<file path="src/fsfb_pkg.sv">
// constants, types and register map of the fault status flag bank
package fsfb_pkg;

  // ==========================================================
  // bus geometry
  localparam int ADDR_W = 12;
  localparam int DATA_W = 32;
  localparam int REG_W = 16;
  localparam int CONV_W = 6;
  localparam int DIG_W = 4;
  localparam int IRQ_W = CONV_W + DIG_W;

  // ==========================================================
  // register indices, byte address is four times the index
  localparam logic [9:0] CONV_IDX = 10'h004;
  localparam logic [9:0] DIG_IDX = 10'h005;
  localparam logic [9:0] IRQ_STAT_IDX = 10'h008;
  localparam logic [9:0] IRQ_CLR_IDX = 10'h009;
  localparam logic [9:0] IRQ_EN_IDX = 10'h00A;

  // ==========================================================
  // converter and clock fault register layout
  localparam logic [15:0] CONV_RESET = 16'hFC07;
  localparam logic [15:0] CONV_RSVD = 16'h1C00;
  localparam int CONV_SHUNT_A_BIT = 15;
  localparam int CONV_SHUNT_B_BIT = 14;
  localparam int CONV_AUX_BIT = 13;
  localparam int CONV_FREQ_BIT = 2;
  localparam int CONV_DIAG_WD_BIT = 1;
  localparam int CONV_MAIN_WD_BIT = 0;

  // ==========================================================
  // digital integrity register layout
  localparam logic [15:0] DIG_RESET = 16'hEC00;
  localparam int DIG_REGION_ONE_BIT = 15;
  localparam int DIG_REGION_TWO_BIT = 14;
  localparam int DIG_REGION_THREE_BIT = 13;
  localparam int DIG_ZERO_BIT = 12;
  localparam int DIG_MEMORY_BIT = 11;
  localparam int DIG_OTP_BANK_BIT = 10;
  localparam logic OTP_BANK_RESET = 1'h1;

  // ==========================================================
  // interrupt registers and bus answers
  localparam logic [IRQ_W-1:0] IRQ_EN_RESET = 10'h000;
  localparam logic [1:0] RESP_OKAY = 2'h0;
  localparam logic [1:0] RESP_SLVERR = 2'h2;

  // fault detections, high for one or more cycles per fault
  typedef struct packed {
    logic shunt_a;
    logic shunt_b;
    logic aux;
    logic freq;
    logic diag_wd;
    logic main_wd;
  } fsfb_conv_fault_s;

  typedef struct packed {
    logic region_one;
    logic region_two;
    logic region_three;
    logic internal_memory;
  } fsfb_dig_fault_s;

  typedef enum {
    SEL_CONV,
    SEL_DIG,
    SEL_IRQ_STAT,
    SEL_IRQ_CLR,
    SEL_IRQ_EN,
    SEL_NONE
  } fsfb_sel_e;

endpackage

</file>
<file path="src/fsfb_flag_bank.sv">
// bank of active-low sticky fault flags with write-one restore
module fsfb_flag_bank #(
  parameter int W = 4
) (
  input wire logic aclk,
  input wire logic aresetn,
  input wire logic ce,
  input wire logic [W-1:0] fault,
  input wire logic [W-1:0] restore,
  output logic [W-1:0] flag_n
);

  logic [W-1:0] flag_n_ff;

  // ==========================================================
  // one flag per bit, detection beats restore so no fault is lost
  for (genvar i = 0; i < W; i++) begin : g_flag
    always_ff @(posedge aclk) begin
      if (!aresetn) begin
        flag_n_ff[i] <= 1'h1;
      end else if (ce) begin
        if (fault[i]) begin
          flag_n_ff[i] <= 1'h0; // RULE14
        end else if (restore[i]) begin
          flag_n_ff[i] <= 1'h1; // RULE4
        end
      end
    end
  end

  assign flag_n = flag_n_ff;

  // ==========================================================
  // checks
  property p_restore;
    @(posedge aclk) disable iff (!aresetn)
    ce && |(restore & ~fault) |=>
      (flag_n_ff & $past(restore & ~fault)) == $past(restore & ~fault);
  endproperty
  a_restore: assert property (p_restore) // RULE4
    else $error("restoring write did not return flag to one");

  property p_fault_wins;
    @(posedge aclk) disable iff (!aresetn)
    ce && |(fault & restore) |=> (flag_n_ff & $past(fault)) == '0;
  endproperty
  a_fault_wins: assert property (p_fault_wins) // RULE14
    else $error("fault lost against a restoring write");

  property p_hold_without_write;
    @(posedge aclk) disable iff (!aresetn)
    ce && (fault | restore) == '0 |=> $stable(flag_n_ff);
  endproperty
  a_hold_without_write: assert property (p_hold_without_write) // RULE14
    else $error("flag moved with no fault and no restore");

endmodule

</file>
<file path="src/fsfb_top.sv">
// fault status flag bank with axi4-lite register slave and interrupt
//
// How it works
// RULE1: bit 15 latches low on first shunt converter overrange; high means none.
// RULE2: bit 14 latches low on second shunt converter overrange, else reads one.
// RULE3: bit 13 latches low on auxiliary converter overrange, else reads one.
// RULE4: a flag stays low until software writes one there, restoring it.
// RULE5: bit 2 latches low when main clock frequency leaves its window.
// RULE6: bit 1 latches low on diagnostic oscillator watchdog fault.
// RULE7: bit 0 latches low on main clock watchdog fault.
// RULE8: converter register at 04h, reset FC07h, bits 12..3 fixed.
// RULE9: integrity register at 05h, resets to EC00h.
// RULE10: bits 15..13,11 writable flags; 12 zero; 10 read-only; 9..0 zero.
// RULE11: bits 15,14,13 latch low on region checksum mismatch.
// RULE12: bit 11 latches low on internal memory checksum failure.
// RULE13: bit 10 shows loaded bank, one primary; not a fault event.
// RULE14: writing zero leaves a flag; fault beats a same-cycle restore.
//
// The AXI4-Lite slave port is this design's own decision.
module fsfb_top (
  input wire logic aclk,
  input wire logic aresetn,
  input wire logic ce,
  // fault detectors and bank loader, same clock domain
  input wire fsfb_pkg::fsfb_conv_fault_s conv_fault,
  input wire fsfb_pkg::fsfb_dig_fault_s dig_fault,
  input wire logic otp_bank_primary,
  // axi4-lite slave
  input wire logic [fsfb_pkg::ADDR_W-1:0] awaddr,
  input wire logic [2:0] awprot,
  input wire logic awvalid,
  output logic awready,
  input wire logic [fsfb_pkg::DATA_W-1:0] wdata,
  input wire logic [3:0] wstrb,
  input wire logic wvalid,
  output logic wready,
  output logic [1:0] bresp,
  output logic bvalid,
  input wire logic bready,
  input wire logic [fsfb_pkg::ADDR_W-1:0] araddr,
  input wire logic [2:0] arprot,
  input wire logic arvalid,
  output logic arready,
  output logic [fsfb_pkg::DATA_W-1:0] rdata,
  output logic [1:0] rresp,
  output logic rvalid,
  input wire logic rready,
  // interrupt
  output logic irq
);

  // ==========================================================
  // address decode, shared by the read and write paths
  function automatic fsfb_pkg::fsfb_sel_e decode(
    input logic [fsfb_pkg::ADDR_W-1:0] addr
  );
    logic [9:0] idx;
    idx = addr[fsfb_pkg::ADDR_W-1:2];
    if (idx == fsfb_pkg::CONV_IDX) begin
      decode = fsfb_pkg::SEL_CONV;
    end else if (idx == fsfb_pkg::DIG_IDX) begin
      decode = fsfb_pkg::SEL_DIG;
    end else if (idx == fsfb_pkg::IRQ_STAT_IDX) begin
      decode = fsfb_pkg::SEL_IRQ_STAT;
    end else if (idx == fsfb_pkg::IRQ_CLR_IDX) begin
      decode = fsfb_pkg::SEL_IRQ_CLR;
    end else if (idx == fsfb_pkg::IRQ_EN_IDX) begin
      decode = fsfb_pkg::SEL_IRQ_EN;
    end else begin
      decode = fsfb_pkg::SEL_NONE;
    end
  endfunction

  // ==========================================================
  // write channel state
  logic awready_ff;
  logic wready_ff;
  logic aw_held_ff;
  logic w_held_ff;
  logic [fsfb_pkg::ADDR_W-1:0] waddr_ff;
  logic [fsfb_pkg::REG_W-1:0] wdata_ff;
  logic [1:0] wstrb_ff;
  logic bvalid_ff;
  logic [1:0] bresp_ff;
  logic wr_fire;
  fsfb_pkg::fsfb_sel_e wr_sel;
  logic [fsfb_pkg::REG_W-1:0] wr_ones;

  // read channel state
  logic arready_ff;
  logic rvalid_ff;
  logic [fsfb_pkg::DATA_W-1:0] rdata_ff;
  logic [1:0] rresp_ff;
  fsfb_pkg::fsfb_sel_e rd_sel;

  // flag state and register images
  logic [fsfb_pkg::CONV_W-1:0] conv_flag_n;
  logic [fsfb_pkg::DIG_W-1:0] dig_flag_n;
  logic [fsfb_pkg::CONV_W-1:0] conv_restore;
  logic [fsfb_pkg::DIG_W-1:0] dig_restore;
  logic [fsfb_pkg::REG_W-1:0] conv_value;
  logic [fsfb_pkg::REG_W-1:0] dig_value;
  logic otp_bank_ff;
  logic otp_caught_ff;

  // interrupt state
  logic [fsfb_pkg::IRQ_W-1:0] irq_status_ff;
  logic [fsfb_pkg::IRQ_W-1:0] irq_enable_ff;
  logic [fsfb_pkg::IRQ_W-1:0] irq_events;
  logic irq_ff;

  // ==========================================================
  // write address: taken once, held until the write lands, next one only after the response is gone
  always_ff @(posedge aclk) begin
    if (!aresetn) begin
      awready_ff <= 1'h0;
      aw_held_ff <= 1'h0;
      waddr_ff <= '0;
    end else if (ce) begin
      if (awvalid && awready_ff) begin
        awready_ff <= 1'h0;
        aw_held_ff <= 1'h1;
        waddr_ff <= awaddr;
      end else if (wr_fire) begin
        aw_held_ff <= 1'h0;
      end else if (!aw_held_ff && !bvalid_ff) begin
        awready_ff <= 1'h1;
      end
    end
  end

  // write data: only the low two lanes carry register bits
  always_ff @(posedge aclk) begin
    if (!aresetn) begin
      wready_ff <= 1'h0;
      w_held_ff <= 1'h0;
      wdata_ff <= '0;
      wstrb_ff <= '0;
    end else if (ce) begin
      if (wvalid && wready_ff) begin
        wready_ff <= 1'h0;
        w_held_ff <= 1'h1;
        wdata_ff <= wdata[fsfb_pkg::REG_W-1:0];
        wstrb_ff <= wstrb[1:0];
      end else if (wr_fire) begin
        w_held_ff <= 1'h0;
      end else if (!w_held_ff && !bvalid_ff) begin
        wready_ff <= 1'h1;
      end
    end
  end

  // the write lands once both halves are in, address and data in any order
  assign wr_fire = aw_held_ff && w_held_ff && !bvalid_ff;
  assign wr_sel = decode(waddr_ff);
  assign wr_ones = wdata_ff & {{8{wstrb_ff[1]}}, {8{wstrb_ff[0]}}};

  // write response, unmapped addresses answer slverr
  always_ff @(posedge aclk) begin
    if (!aresetn) begin
      bvalid_ff <= 1'h0;
      bresp_ff <= fsfb_pkg::RESP_OKAY;
    end else if (ce) begin
      if (wr_fire) begin
        bvalid_ff <= 1'h1;
        bresp_ff <= (wr_sel == fsfb_pkg::SEL_NONE) ?
                    fsfb_pkg::RESP_SLVERR : fsfb_pkg::RESP_OKAY;
      end else if (bvalid_ff && bready) begin
        bvalid_ff <= 1'h0;
      end
    end
  end

  // ==========================================================
  // restore pulses: a one written to a flag bit, zeros do nothing
  always_comb begin
    conv_restore = '0;
    dig_restore = '0;
    if (wr_fire && wr_sel == fsfb_pkg::SEL_CONV) begin
      conv_restore = {wr_ones[fsfb_pkg::CONV_SHUNT_A_BIT],
                      wr_ones[fsfb_pkg::CONV_SHUNT_B_BIT],
                      wr_ones[fsfb_pkg::CONV_AUX_BIT],
                      wr_ones[fsfb_pkg::CONV_FREQ_BIT],
                      wr_ones[fsfb_pkg::CONV_DIAG_WD_BIT],
                      wr_ones[fsfb_pkg::CONV_MAIN_WD_BIT]}; // RULE4
    end
    if (wr_fire && wr_sel == fsfb_pkg::SEL_DIG) begin
      dig_restore = {wr_ones[fsfb_pkg::DIG_REGION_ONE_BIT],
                     wr_ones[fsfb_pkg::DIG_REGION_TWO_BIT],
                     wr_ones[fsfb_pkg::DIG_REGION_THREE_BIT],
                     wr_ones[fsfb_pkg::DIG_MEMORY_BIT]}; // RULE10
    end
  end

  // converter and clock faults, struct order matches bits 5..0
  fsfb_flag_bank #(
    .W(fsfb_pkg::CONV_W)
  ) u_conv_flags (
    .aclk(aclk),
    .aresetn(aresetn),
    .ce(ce),
    .fault(conv_fault), // RULE1 RULE2 RULE3 RULE5 RULE6 RULE7
    .restore(conv_restore),
    .flag_n(conv_flag_n)
  );

  // region and memory checksum faults
  fsfb_flag_bank #(
    .W(fsfb_pkg::DIG_W)
  ) u_dig_flags (
    .aclk(aclk),
    .aresetn(aresetn),
    .ce(ce),
    .fault(dig_fault), // RULE11 RULE12
    .restore(dig_restore),
    .flag_n(dig_flag_n)
  );

  // ==========================================================
  // loaded bank caught once after reset release, not at the reset edge
  always_ff @(posedge aclk) begin
    if (!aresetn) begin
      otp_bank_ff <= fsfb_pkg::OTP_BANK_RESET;
      otp_caught_ff <= 1'h0;
    end else if (ce && !otp_caught_ff) begin
      otp_bank_ff <= otp_bank_primary; // RULE13
      otp_caught_ff <= 1'h1;
    end
  end

  // register images, reserved bits come from fixed patterns
  always_comb begin
    conv_value = fsfb_pkg::CONV_RSVD; // RULE8
    conv_value[fsfb_pkg::CONV_SHUNT_A_BIT] = conv_flag_n[5]; // RULE1
    conv_value[fsfb_pkg::CONV_SHUNT_B_BIT] = conv_flag_n[4]; // RULE2
    conv_value[fsfb_pkg::CONV_AUX_BIT] = conv_flag_n[3]; // RULE3
    conv_value[fsfb_pkg::CONV_FREQ_BIT] = conv_flag_n[2]; // RULE5
    conv_value[fsfb_pkg::CONV_DIAG_WD_BIT] = conv_flag_n[1]; // RULE6
    conv_value[fsfb_pkg::CONV_MAIN_WD_BIT] = conv_flag_n[0]; // RULE7
    dig_value = '0; // RULE10
    dig_value[fsfb_pkg::DIG_REGION_ONE_BIT] = dig_flag_n[3]; // RULE11
    dig_value[fsfb_pkg::DIG_REGION_TWO_BIT] = dig_flag_n[2];
    dig_value[fsfb_pkg::DIG_REGION_THREE_BIT] = dig_flag_n[1];
    dig_value[fsfb_pkg::DIG_ZERO_BIT] = 1'h0;
    dig_value[fsfb_pkg::DIG_MEMORY_BIT] = dig_flag_n[0]; // RULE12
    dig_value[fsfb_pkg::DIG_OTP_BANK_BIT] = otp_bank_ff; // RULE13
  end

  // ==========================================================
  // interrupt: each detection sets a sticky bit; bank bit is no event
  assign irq_events = {conv_fault, dig_fault}; // RULE13

  // status sets win over a same-cycle clear so no event is dropped
  always_ff @(posedge aclk) begin
    if (!aresetn) begin
      irq_status_ff <= '0;
    end else if (ce) begin
      if (wr_fire && wr_sel == fsfb_pkg::SEL_IRQ_CLR) begin
        irq_status_ff <= (irq_status_ff & ~wr_ones[fsfb_pkg::IRQ_W-1:0])
                         | irq_events;
      end else begin
        irq_status_ff <= irq_status_ff | irq_events;
      end
    end
  end

  // enable register, plain read/write
  always_ff @(posedge aclk) begin
    if (!aresetn) begin
      irq_enable_ff <= fsfb_pkg::IRQ_EN_RESET;
    end else if (ce && wr_fire && wr_sel == fsfb_pkg::SEL_IRQ_EN) begin
      irq_enable_ff <= (irq_enable_ff &
                        ~{{2{wstrb_ff[1]}}, {8{wstrb_ff[0]}}})
                       | (wr_ones[fsfb_pkg::IRQ_W-1:0]);
    end
  end

  // registered so the pin comes from a flop, one cycle behind status
  always_ff @(posedge aclk) begin
    if (!aresetn) begin
      irq_ff <= 1'h0;
    end else if (ce) begin
      irq_ff <= |(irq_status_ff & irq_enable_ff);
    end
  end

  // ==========================================================
  // read path: one read at a time, data one cycle after the address
  assign rd_sel = decode(araddr);

  always_ff @(posedge aclk) begin
    if (!aresetn) begin
      arready_ff <= 1'h0;
      rvalid_ff <= 1'h0;
      rdata_ff <= '0;
      rresp_ff <= fsfb_pkg::RESP_OKAY;
    end else if (ce) begin
      if (arvalid && arready_ff) begin
        arready_ff <= 1'h0;
        rvalid_ff <= 1'h1;
        rresp_ff <= fsfb_pkg::RESP_OKAY;
        rdata_ff <= '0;
        unique case (rd_sel)
          fsfb_pkg::SEL_CONV: rdata_ff[15:0] <= conv_value; // RULE8
          fsfb_pkg::SEL_DIG: rdata_ff[15:0] <= dig_value; // RULE9
          fsfb_pkg::SEL_IRQ_STAT: rdata_ff[9:0] <= irq_status_ff;
          fsfb_pkg::SEL_IRQ_CLR: rdata_ff <= '0;
          fsfb_pkg::SEL_IRQ_EN: rdata_ff[9:0] <= irq_enable_ff;
          fsfb_pkg::SEL_NONE: rresp_ff <= fsfb_pkg::RESP_SLVERR;
        endcase
      end else if (rvalid_ff && rready) begin
        rvalid_ff <= 1'h0;
      end else if (!rvalid_ff) begin
        arready_ff <= 1'h1;
      end
    end
  end

  // ==========================================================
  // outputs straight from flops
  assign awready = awready_ff;
  assign wready = wready_ff;
  assign bvalid = bvalid_ff;
  assign bresp = bresp_ff;
  assign arready = arready_ff;
  assign rvalid = rvalid_ff;
  assign rdata = rdata_ff;
  assign rresp = rresp_ff;
  assign irq = irq_ff;

  // ==========================================================
  // checks on the register images
  property p_shunt_a;
    @(posedge aclk) disable iff (!aresetn)
    ce && conv_fault.shunt_a |=> !conv_value[15];
  endproperty
  a_shunt_a: assert property (p_shunt_a) // RULE1
    else $error("first shunt overrange not latched");

  property p_shunt_b;
    @(posedge aclk) disable iff (!aresetn)
    ce && conv_fault.shunt_b |=> !conv_value[14];
  endproperty
  a_shunt_b: assert property (p_shunt_b) // RULE2
    else $error("second shunt overrange not latched");

  property p_aux;
    @(posedge aclk) disable iff (!aresetn)
    ce && conv_fault.aux |=> !conv_value[13];
  endproperty
  a_aux: assert property (p_aux) // RULE3
    else $error("auxiliary overrange not latched");

  property p_clock_faults;
    @(posedge aclk) disable iff (!aresetn)
    ce && (conv_fault.freq || conv_fault.diag_wd || conv_fault.main_wd)
    |=> (conv_value[2:0] & ~$past({conv_fault.freq,
         conv_fault.diag_wd, conv_fault.main_wd})) == conv_value[2:0];
  endproperty
  a_clock_faults: assert property (p_clock_faults) // RULE5
    else $error("clock fault not latched low");

  property p_conv_reserved;
    @(posedge aclk) disable iff (!aresetn)
    ce && arvalid && arready_ff && rd_sel == fsfb_pkg::SEL_CONV
    |=> rdata_ff[12:3] == fsfb_pkg::CONV_RSVD[12:3] &&
        rdata_ff[31:16] == 16'h0000;
  endproperty
  a_conv_reserved: assert property (p_conv_reserved) // RULE8
    else $error("converter reserved bits moved");

  property p_reset_values;
    @(posedge aclk)
    !aresetn && ce |=> conv_value == fsfb_pkg::CONV_RESET &&
                 dig_value == fsfb_pkg::DIG_RESET;
  endproperty
  a_reset_values: assert property (p_reset_values) // RULE9
    else $error("register reset value wrong");

  property p_dig_fixed;
    @(posedge aclk) disable iff (!aresetn)
    ce && arvalid && arready_ff && rd_sel == fsfb_pkg::SEL_DIG
    |=> !rdata_ff[12] && rdata_ff[9:0] == 10'h000;
  endproperty
  a_dig_fixed: assert property (p_dig_fixed) // RULE10
    else $error("integrity reserved bits not zero");

  property p_region_one;
    @(posedge aclk) disable iff (!aresetn)
    ce && dig_fault.region_one |=> !dig_value[15];
  endproperty
  a_region_one: assert property (p_region_one) // RULE11
    else $error("region one checksum fault not latched");

  property p_memory;
    @(posedge aclk) disable iff (!aresetn)
    ce && dig_fault.internal_memory |=> !dig_value[11];
  endproperty
  a_memory: assert property (p_memory) // RULE12
    else $error("memory checksum fault not latched");

  property p_bank_steady;
    @(posedge aclk) disable iff (!aresetn)
    otp_caught_ff |=> $stable(otp_bank_ff) && otp_caught_ff;
  endproperty
  a_bank_steady: assert property (p_bank_steady) // RULE13
    else $error("bank indication changed after capture");

  property p_write_response;
    @(posedge aclk) disable iff (!aresetn)
    ce && wr_fire |=> bvalid_ff;
  endproperty
  a_write_response: assert property (p_write_response)
    else $error("write taken without response");

endmodule

</file>
<file path="config.mk">
export PLATFORM = sky130hd
export DESIGN_NAME = fsfb_top
export DESIGN_NICKNAME = d
export VERILOG_FILES = /design/src/fsfb_pkg.sv /design/src/fsfb_flag_bank.sv /design/src/fsfb_top.sv
export SDC_FILE = /design/constraint.sdc
export NUM_CORES = 1
export LEC_CHECK = 0
export ABC_AREA = 1
export BUFFER_PORTS_ARGS = -buffer_cell sky130_fd_sc_hd__buf_2
export CORE_ASPECT_RATIO = 2
export CORE_MARGIN = 2
export CORE_UTILIZATION = 57
export CTS_BUF_LIST = sky130_fd_sc_hd__clkbuf_2 sky130_fd_sc_hd__clkbuf_4 sky130_fd_sc_hd__clkbuf_8
export DETAILED_ROUTE_END_ITERATION = 10
export PLACE_DENSITY = 0.95
export SLEW_MARGIN = 40
export SYNTH_ARGS = -nofsm -noshare
export SYNTH_HDL_FRONTEND = slang
export SYNTH_SLANG_ARGS = --single-unit
</file>
<file path="constraint.sdc">
create_clock -name aclk -period 3.55 [get_ports aclk]
set_input_delay 1.065 -clock aclk [delete_from_list [all_inputs] [get_ports aclk]]
set_output_delay 1.065 -clock aclk [all_outputs]
set_load 0.01 [all_outputs]
</file>
[Yosys cells after proc, flatten, opt, wreduce, memory -nomap -nowiden]
Cells that the tools add are included.
Storage, ports and cells
  flip-flop bits (word level): 90
  bits in latches: 0
  RAM bits: 0
  memory bits (read-only): 0
  bits of input ports: 85
  output and inout port bits: 42
  logic and storage cells: 171
  memories: 0
Operators by class
  $add $sub $neg: 0
  $mul: 0
  divide/modulo/power cells: 0
  order comparisons: 0
  equality and inequality tests: 22
  shift operators: 0
  muxes and demuxes: 53
  bitwise gates (word level): 9
  reduce and logical (&&, ||, !) cells: 59
Operators with widths (count)
  == test 32 x 4 -> 1 bit, second input constant: 2
  logical NOT 32 bit: 2
  == test 10 x 4 -> 1 bit, second input constant: 6
  == test 10 x 3 -> 1 bit, second input constant: 4
  two-way mux 1 bit: 38
  AND reduction 2 bit: 18
  == test 32 x 2 -> 1 bit, second input constant: 1
  == test 32 x 3 -> 1 bit, second input constant: 1
  nonzero test 2 bit: 16
  AND 10 bit: 3
  OR 10 bit: 3
  case mux 10 bit (3 select lines): 1
  two-way mux 3 bit: 8
  inverter 10 bit: 2
  AND 16 bit: 1
  logical AND 1 bit: 15
  case mux 6 bit (2 select lines): 1
  two-way mux 10 bit: 1
  OR reduction 10 bit: 1
  AND reduction 3 bit: 3
  == test 3 bit, second input constant: 2
  two-way mux 6 bit: 1
  != test 2 x 1 -> 1 bit, second input constant: 3
  logical NOT 1 bit: 4
  other kinds (5): 6

[Logic depth before layout (Yosys ltp)]
  depth after elaboration: 11
  depth in mapped cells: 9
  depth with buffers taken out: 9

[Modules after synthesis]
A second synthesis with hierarchy kept.
Second synthesis, totals
  cell total of the unflattened synthesis: 562
  area total of the unflattened synthesis: 3918.8 um^2
Modules (own cells, without submodules)
  fsfb_top: times used 1, cells an instance 490, area each 3477.1 um^2, seq. area each 1481.4 um^2
  fsfb_flag_bank at u_conv_flags: times used 1, cells an instance 43, area each 266.5 um^2, seq. area each 120.1 um^2
  fsfb_flag_bank at u_dig_flags: times used 1, cells an instance 29, area each 175.2 um^2, seq. area each 80.1 um^2

[Worst setup path after synthesis]
No wires, ideal clock.
  path kind: input to register
  from: in araddr[11] (netlist name)
  to: reg rdata_ff (netlist bit rdata[0])
  setup time: 59 ps
  arrival: 1957 ps
  required time: 3491 ps
  slack: 1534 ps
  cell stages on the path: 9
  path buffers: 0
  path through: nor2_1 inv_1 nor2_4 nand2_1 nand2_1 nand2_1 nor2_4 o21ai_1 nand2_1
Between the ends
  word-level cells in the longest chain between the ends: 8
  elaborated cells on any way between the ends: 14
  classes of those cells: 7 x eq/ne; 6 x mux; 1 x reduce/logical
RTL lines
  from (decl): line fsfb_top.sv:40  | input wire logic [fsfb_pkg::ADDR_W-1:0] araddr,
  == test 10 x 4 -> 1 bit: line fsfb_top.sv:67  | end else if (idx == fsfb_pkg::IRQ_EN_IDX) begin
  two-way mux 1 bit: line fsfb_top.sv:67
  two-way mux 3 bit: line fsfb_top.sv:65  | end else if (idx == fsfb_pkg::IRQ_CLR_IDX) begin
  two-way mux 3 bit: line fsfb_top.sv:63  | end else if (idx == fsfb_pkg::IRQ_STAT_IDX) begin
  two-way mux 3 bit: line fsfb_top.sv:61  | end else if (idx == fsfb_pkg::DIG_IDX) begin
  two-way mux 3 bit *: line fsfb_top.sv:59  | if (idx == fsfb_pkg::CONV_IDX) begin
  logical NOT 32 bit (tied with other cells): line fsfb_top.sv:303  | unique case (rd_sel)
  case mux 10 bit (3 select lines) *: line fsfb_top.sv:303
  to (decl): line fsfb_top.sv:92  | logic [fsfb_pkg::DATA_W-1:0] rdata_ff;
Every way passes the cells marked *; elsewhere a longest branch is shown, timed or not.
A chain may end at the register's enable or synchronous reset.

==> out/qor.log <==
qor: status.status finished clean
qor: detailed_routing.route.top_layer_used met4
qor: timing.setup_tns 0 ns
qor: pwr.cell_internal_pwr 1.31 mW
qor: detailed_routing.met2_wirelength 4830 um
qor: hold_path.hold_class reg -> reg
qor: timing.setup_viol 0
qor: detailed_routing.vias_per_cell 5.18
qor: layout.final_layout_size_suffix_gt1_share 17.5%
qor: synthesis.syn_area_per_cell 6.94 um2
qor: timing.timing_worst_slew_pin_value 0.671 ns
qor: floorplanning.dieArea 0.00757 mm2
qor: clock_tree.postcts_resize_cnt 0
qor: placement.place_ws 0.973 ns
qor: floorplanning.rows 42
qor: grt.antenna_violations_before_repair 0
qor: pwr.switching_share 25.4%
qor: pwr.comb_power_share 10.0%
qor: floorplanning.area_of_the_core 0.00662 mm2
qor: synthesis.synth_area 0.00390 mm2
qor: pwr.power-per-cell-area 397 mW/mm2
qor: clock_tree.clock_sink_count 84
qor: worst_setup_path.cp_top_family buffers and inverters
qor: clock_tree.clock-root-buffer sky130_fd_sc_hd__clkbuf_8
qor: worst_setup_path.worstPathRequired 3.86 ns
qor: detailed_routing.routed_wire_length_per_instance 12.5 um
qor: floorplanning.pin_count 127
qor: clock_tree.post_cts_hold_buffer_count 0
qor: timing.max_freq 448 MHz
qor: worst_setup_path.setup.worst_path.end_class flop
qor: pwr.cellLeakagePower 2.04 nW
qor: detailed_routing.drtPass1Iterations 4
qor: synthesis.synthCells 563
qor: grt.grt.total_usage 25.0%
qor: worst_setup_path.slowest_delay 0.41 ns
qor: worst_setup_path.timing.critical_path.slowest_stage_cell sky130_fd_sc_hd__buf_2
qor: floorplanning.start_util 59.0%
qor: timing.finalCriticalPeriod 2.23 ns
qor: clock_tree.clock_network_latency_to_the_later_pin_of_the_worst_skew_pair 0.36 ns
qor: pwr.p_sw 0.446 mW
qor: floorplanning.die_span_y 121 um
qor: timing.finalHoldViolations 0
qor: synthesis.post_synth_num_cell_types 27
qor: placement.gpl.final_weighted_congestion 0.932
qor: layout.fillerInstances 585
qor: worst_setup_path.critical_path.max_fanout 29
qor: clock_tree.h-tree-depth 3
qor: grt.globalRouteOverflowTotal 0
qor: clock_tree.clockBufferDepth 2
qor: run.max-cap-violations 0
qor: clock_tree.tritoncts yes
qor: timing.rsz0062_at_grt false
qor: timing.drv_slew 0
qor: clock_tree.post_cts_buffers 0
qor: timing.timing.clock.skew 0.00603 ns
qor: grt.grt_start_max_net_pins 43
qor: detailed_routing.drt.antenna.violating_nets 0
qor: detailed_routing.met3_length 455 um
qor: worst_setup_path.timing.critical_path.arrival 2.54 ns
qor: pwr.power.share.clock 33.0%
qor: layout.areaGrowthSynthToFinish 13.2%
qor: detailed_routing.dr.first_iter.drc_count 184
qor: timing.post-route-period-util 62.9%
qor: worst_setup_path.crit_chain buf_2, clkinv_1, nor2_1, inv_1, nor2_4, o21ai_1, nand2_1
qor: synthesis.synth-edff-count 0
qor: synthesis.synth-main-ff-cell sky130_fd_sc_hd__dfxtp_1
qor: detailed_routing.drc_errors 0
qor: detailed_routing.route.vias.total 3,746
qor: synthesis.yosys_register_bits 84
qor: worst_setup_path.worst_setup_path_start_kind input pin
qor: clock_tree.clk_pin_slew 0.08 ns
qor: timing.hold_ws 0.449 ns
qor: timing.slew_headroom 55.2%
qor: worst_setup_path.crit_buf_inv 3
qor: worst_setup_path.timing.setup.critical_path_class in -> reg
qor: detailed_routing.met1Wirelength 3430 um
qor: pwr.power.sequential.fraction 57.0%
qor: detailed_routing.postRouteWirelength 9060 um
qor: pwr.max-vdd-ir-drop 293 uV
qor: hold_path.hold_path.startpoint waddr_ff[9]$_SDFFE_PN0P_
qor: timing.setup_slack 1.32 ns
qor: worst_setup_path.worstSetupStartpoint aresetn
qor: grt.first_global_vias 3,652
qor: clock_tree.cts_inserted_buffers 9
qor: grt.grt_pass1_wl 15,100 um
qor: pwr.total_power 1.75 mW
qor: floorplanning.die_w 62.5 um
qor: placement.portBuffers 78
qor: synthesis.synthesis.yosys.warnings 0
qor: placement.dp_hpwl 6930 um
qor: layout.number_of_nets_in_the_finished_design 717
qor: layout.antenna-diode-count 0
qor: synthesis.postSynth.asyncResetShare 0%
qor: worst_setup_path.r2r-start waddr_ff[11]$_SDFFE_PN0P_
qor: synthesis.sequential_share_of_the_synthesized_area 43.1%
-- per-layer routing --
metal / vias up / GRT usage [%]
met5: - / 0
met4: 0 / 17.5
met3: 27 / 6.22
met2: 125 / 45.5
met1: 1658 / 24.2
li1: 1936 / -
-- worst min-delay path, cell delays in order, from the launching register on --
cell and delay [ns]:
sky130_fd_sc_hd__dfxtp_1 0.31, sky130_fd_sc_hd__inv_1 0.05, sky130_fd_sc_hd__a21oi_1 0.05
-- cells in the mapped netlist (4+ instances only) --
cell type                    n  area share, %
sky130_fd_sc_hd__a21oi_1    57            7.3
sky130_fd_sc_hd__buf_2       5           0.64
sky130_fd_sc_hd__buf_4      18            3.5
sky130_fd_sc_hd__clkbuf_1   15            1.4
sky130_fd_sc_hd__dfxtp_1    84             43
sky130_fd_sc_hd__inv_1      60            5.8
sky130_fd_sc_hd__nand2_1   173             17
sky130_fd_sc_hd__nand3_1    30            3.8
sky130_fd_sc_hd__nand4_1    35            5.6
sky130_fd_sc_hd__nor2_1     24            2.3
sky130_fd_sc_hd__nor2_2      5           0.80
sky130_fd_sc_hd__nor2_4      4            1.2
sky130_fd_sc_hd__o21ai_0    23            2.9
sky130_fd_sc_hd__o21ai_1     6           0.77
sky130_fd_sc_hd__o22ai_1     8            1.3
-- power by group through the flow --
stage	combinational, mW	sequential, mW	clock [mW]
finish	0.175	0.999	0.579
CTS	0.175	0.998	0.590
global route	0.198	1.00	0.633
detailed placement	0.174	1.02	0
floorplan	0.128	1.02	0
global placement	0.168	1.02	0
-- final cells by class --
cell class | instances | area (um2) | area share (%)
multi-input cells | 392 | 1820 | 41.1
flip-flops and latches | 84 | 1680 | 38.0
repair buffers | 81 | 413 | 9.34
inverters | 64 | 240 | 5.43
clock buffers | 11 | 145 | 3.28
well taps | 88 | 110 | 2.49
clock inverters | 3 | 15.0 | 0.340
-- cells in the final DEF, fill, tap and decap left out, drive strengths merged, types with 2 or more instances in the layout --
| cell type | n |
|---|---|
| a21oi | 57 |
| buf | 81 |
| clkbuf | 11 |
| clkinv | 5 |
| conb | 18 |
| dfxtp | 84 |
| inv | 62 |
| nand2 | 173 |
| nand3 | 32 |
| nand4 | 35 |
| nor2 | 33 |
| nor3 | 2 |
| o21ai | 29 |
| o22ai | 8 |
-- logic make-up (layout without fill, tap and decap cells) --
family,after synthesis,after routing,synth area share [%]
and+or+nand+nor,276,276,31.6
buffers and inverters,104,159,12.1
DFF,84,84,43.1
other,1,18,0.0960
AOI/OAI and AO/OA,98,98,13.2
-- path summary, 6_finish.rpt --
check,end,slack [ns],cells past startpoint
worst min-delay path,waddr_ff[9]$_SDFFE_PN0P_,0.45,2
worst min register to register,waddr_ff[9]$_SDFFE_PN0P_,0.45,2
worst max-delay path,rdata[1]$_SDFFE_PN0P_,1.32,7
worst max register to register,irq_status_ff[0]$_SDFFE_PN0P_,1.79,8
-- metrics by stage --
step / cells / utilization [%] / instance area, um2
6_report: 723 / 66.8 / 4420
4_1_cts: 723 / 66.8 / 4420
3_5_place_dp: 709 / 64.3 / 4260
2_1_floorplan: 580 / - / 3970
3_3_place_gp: 709 / 64.3 / 4260
5_1_grt: 723 / 66.8 / 4420
Note: power is estimated with default switching activity, not from simulation.
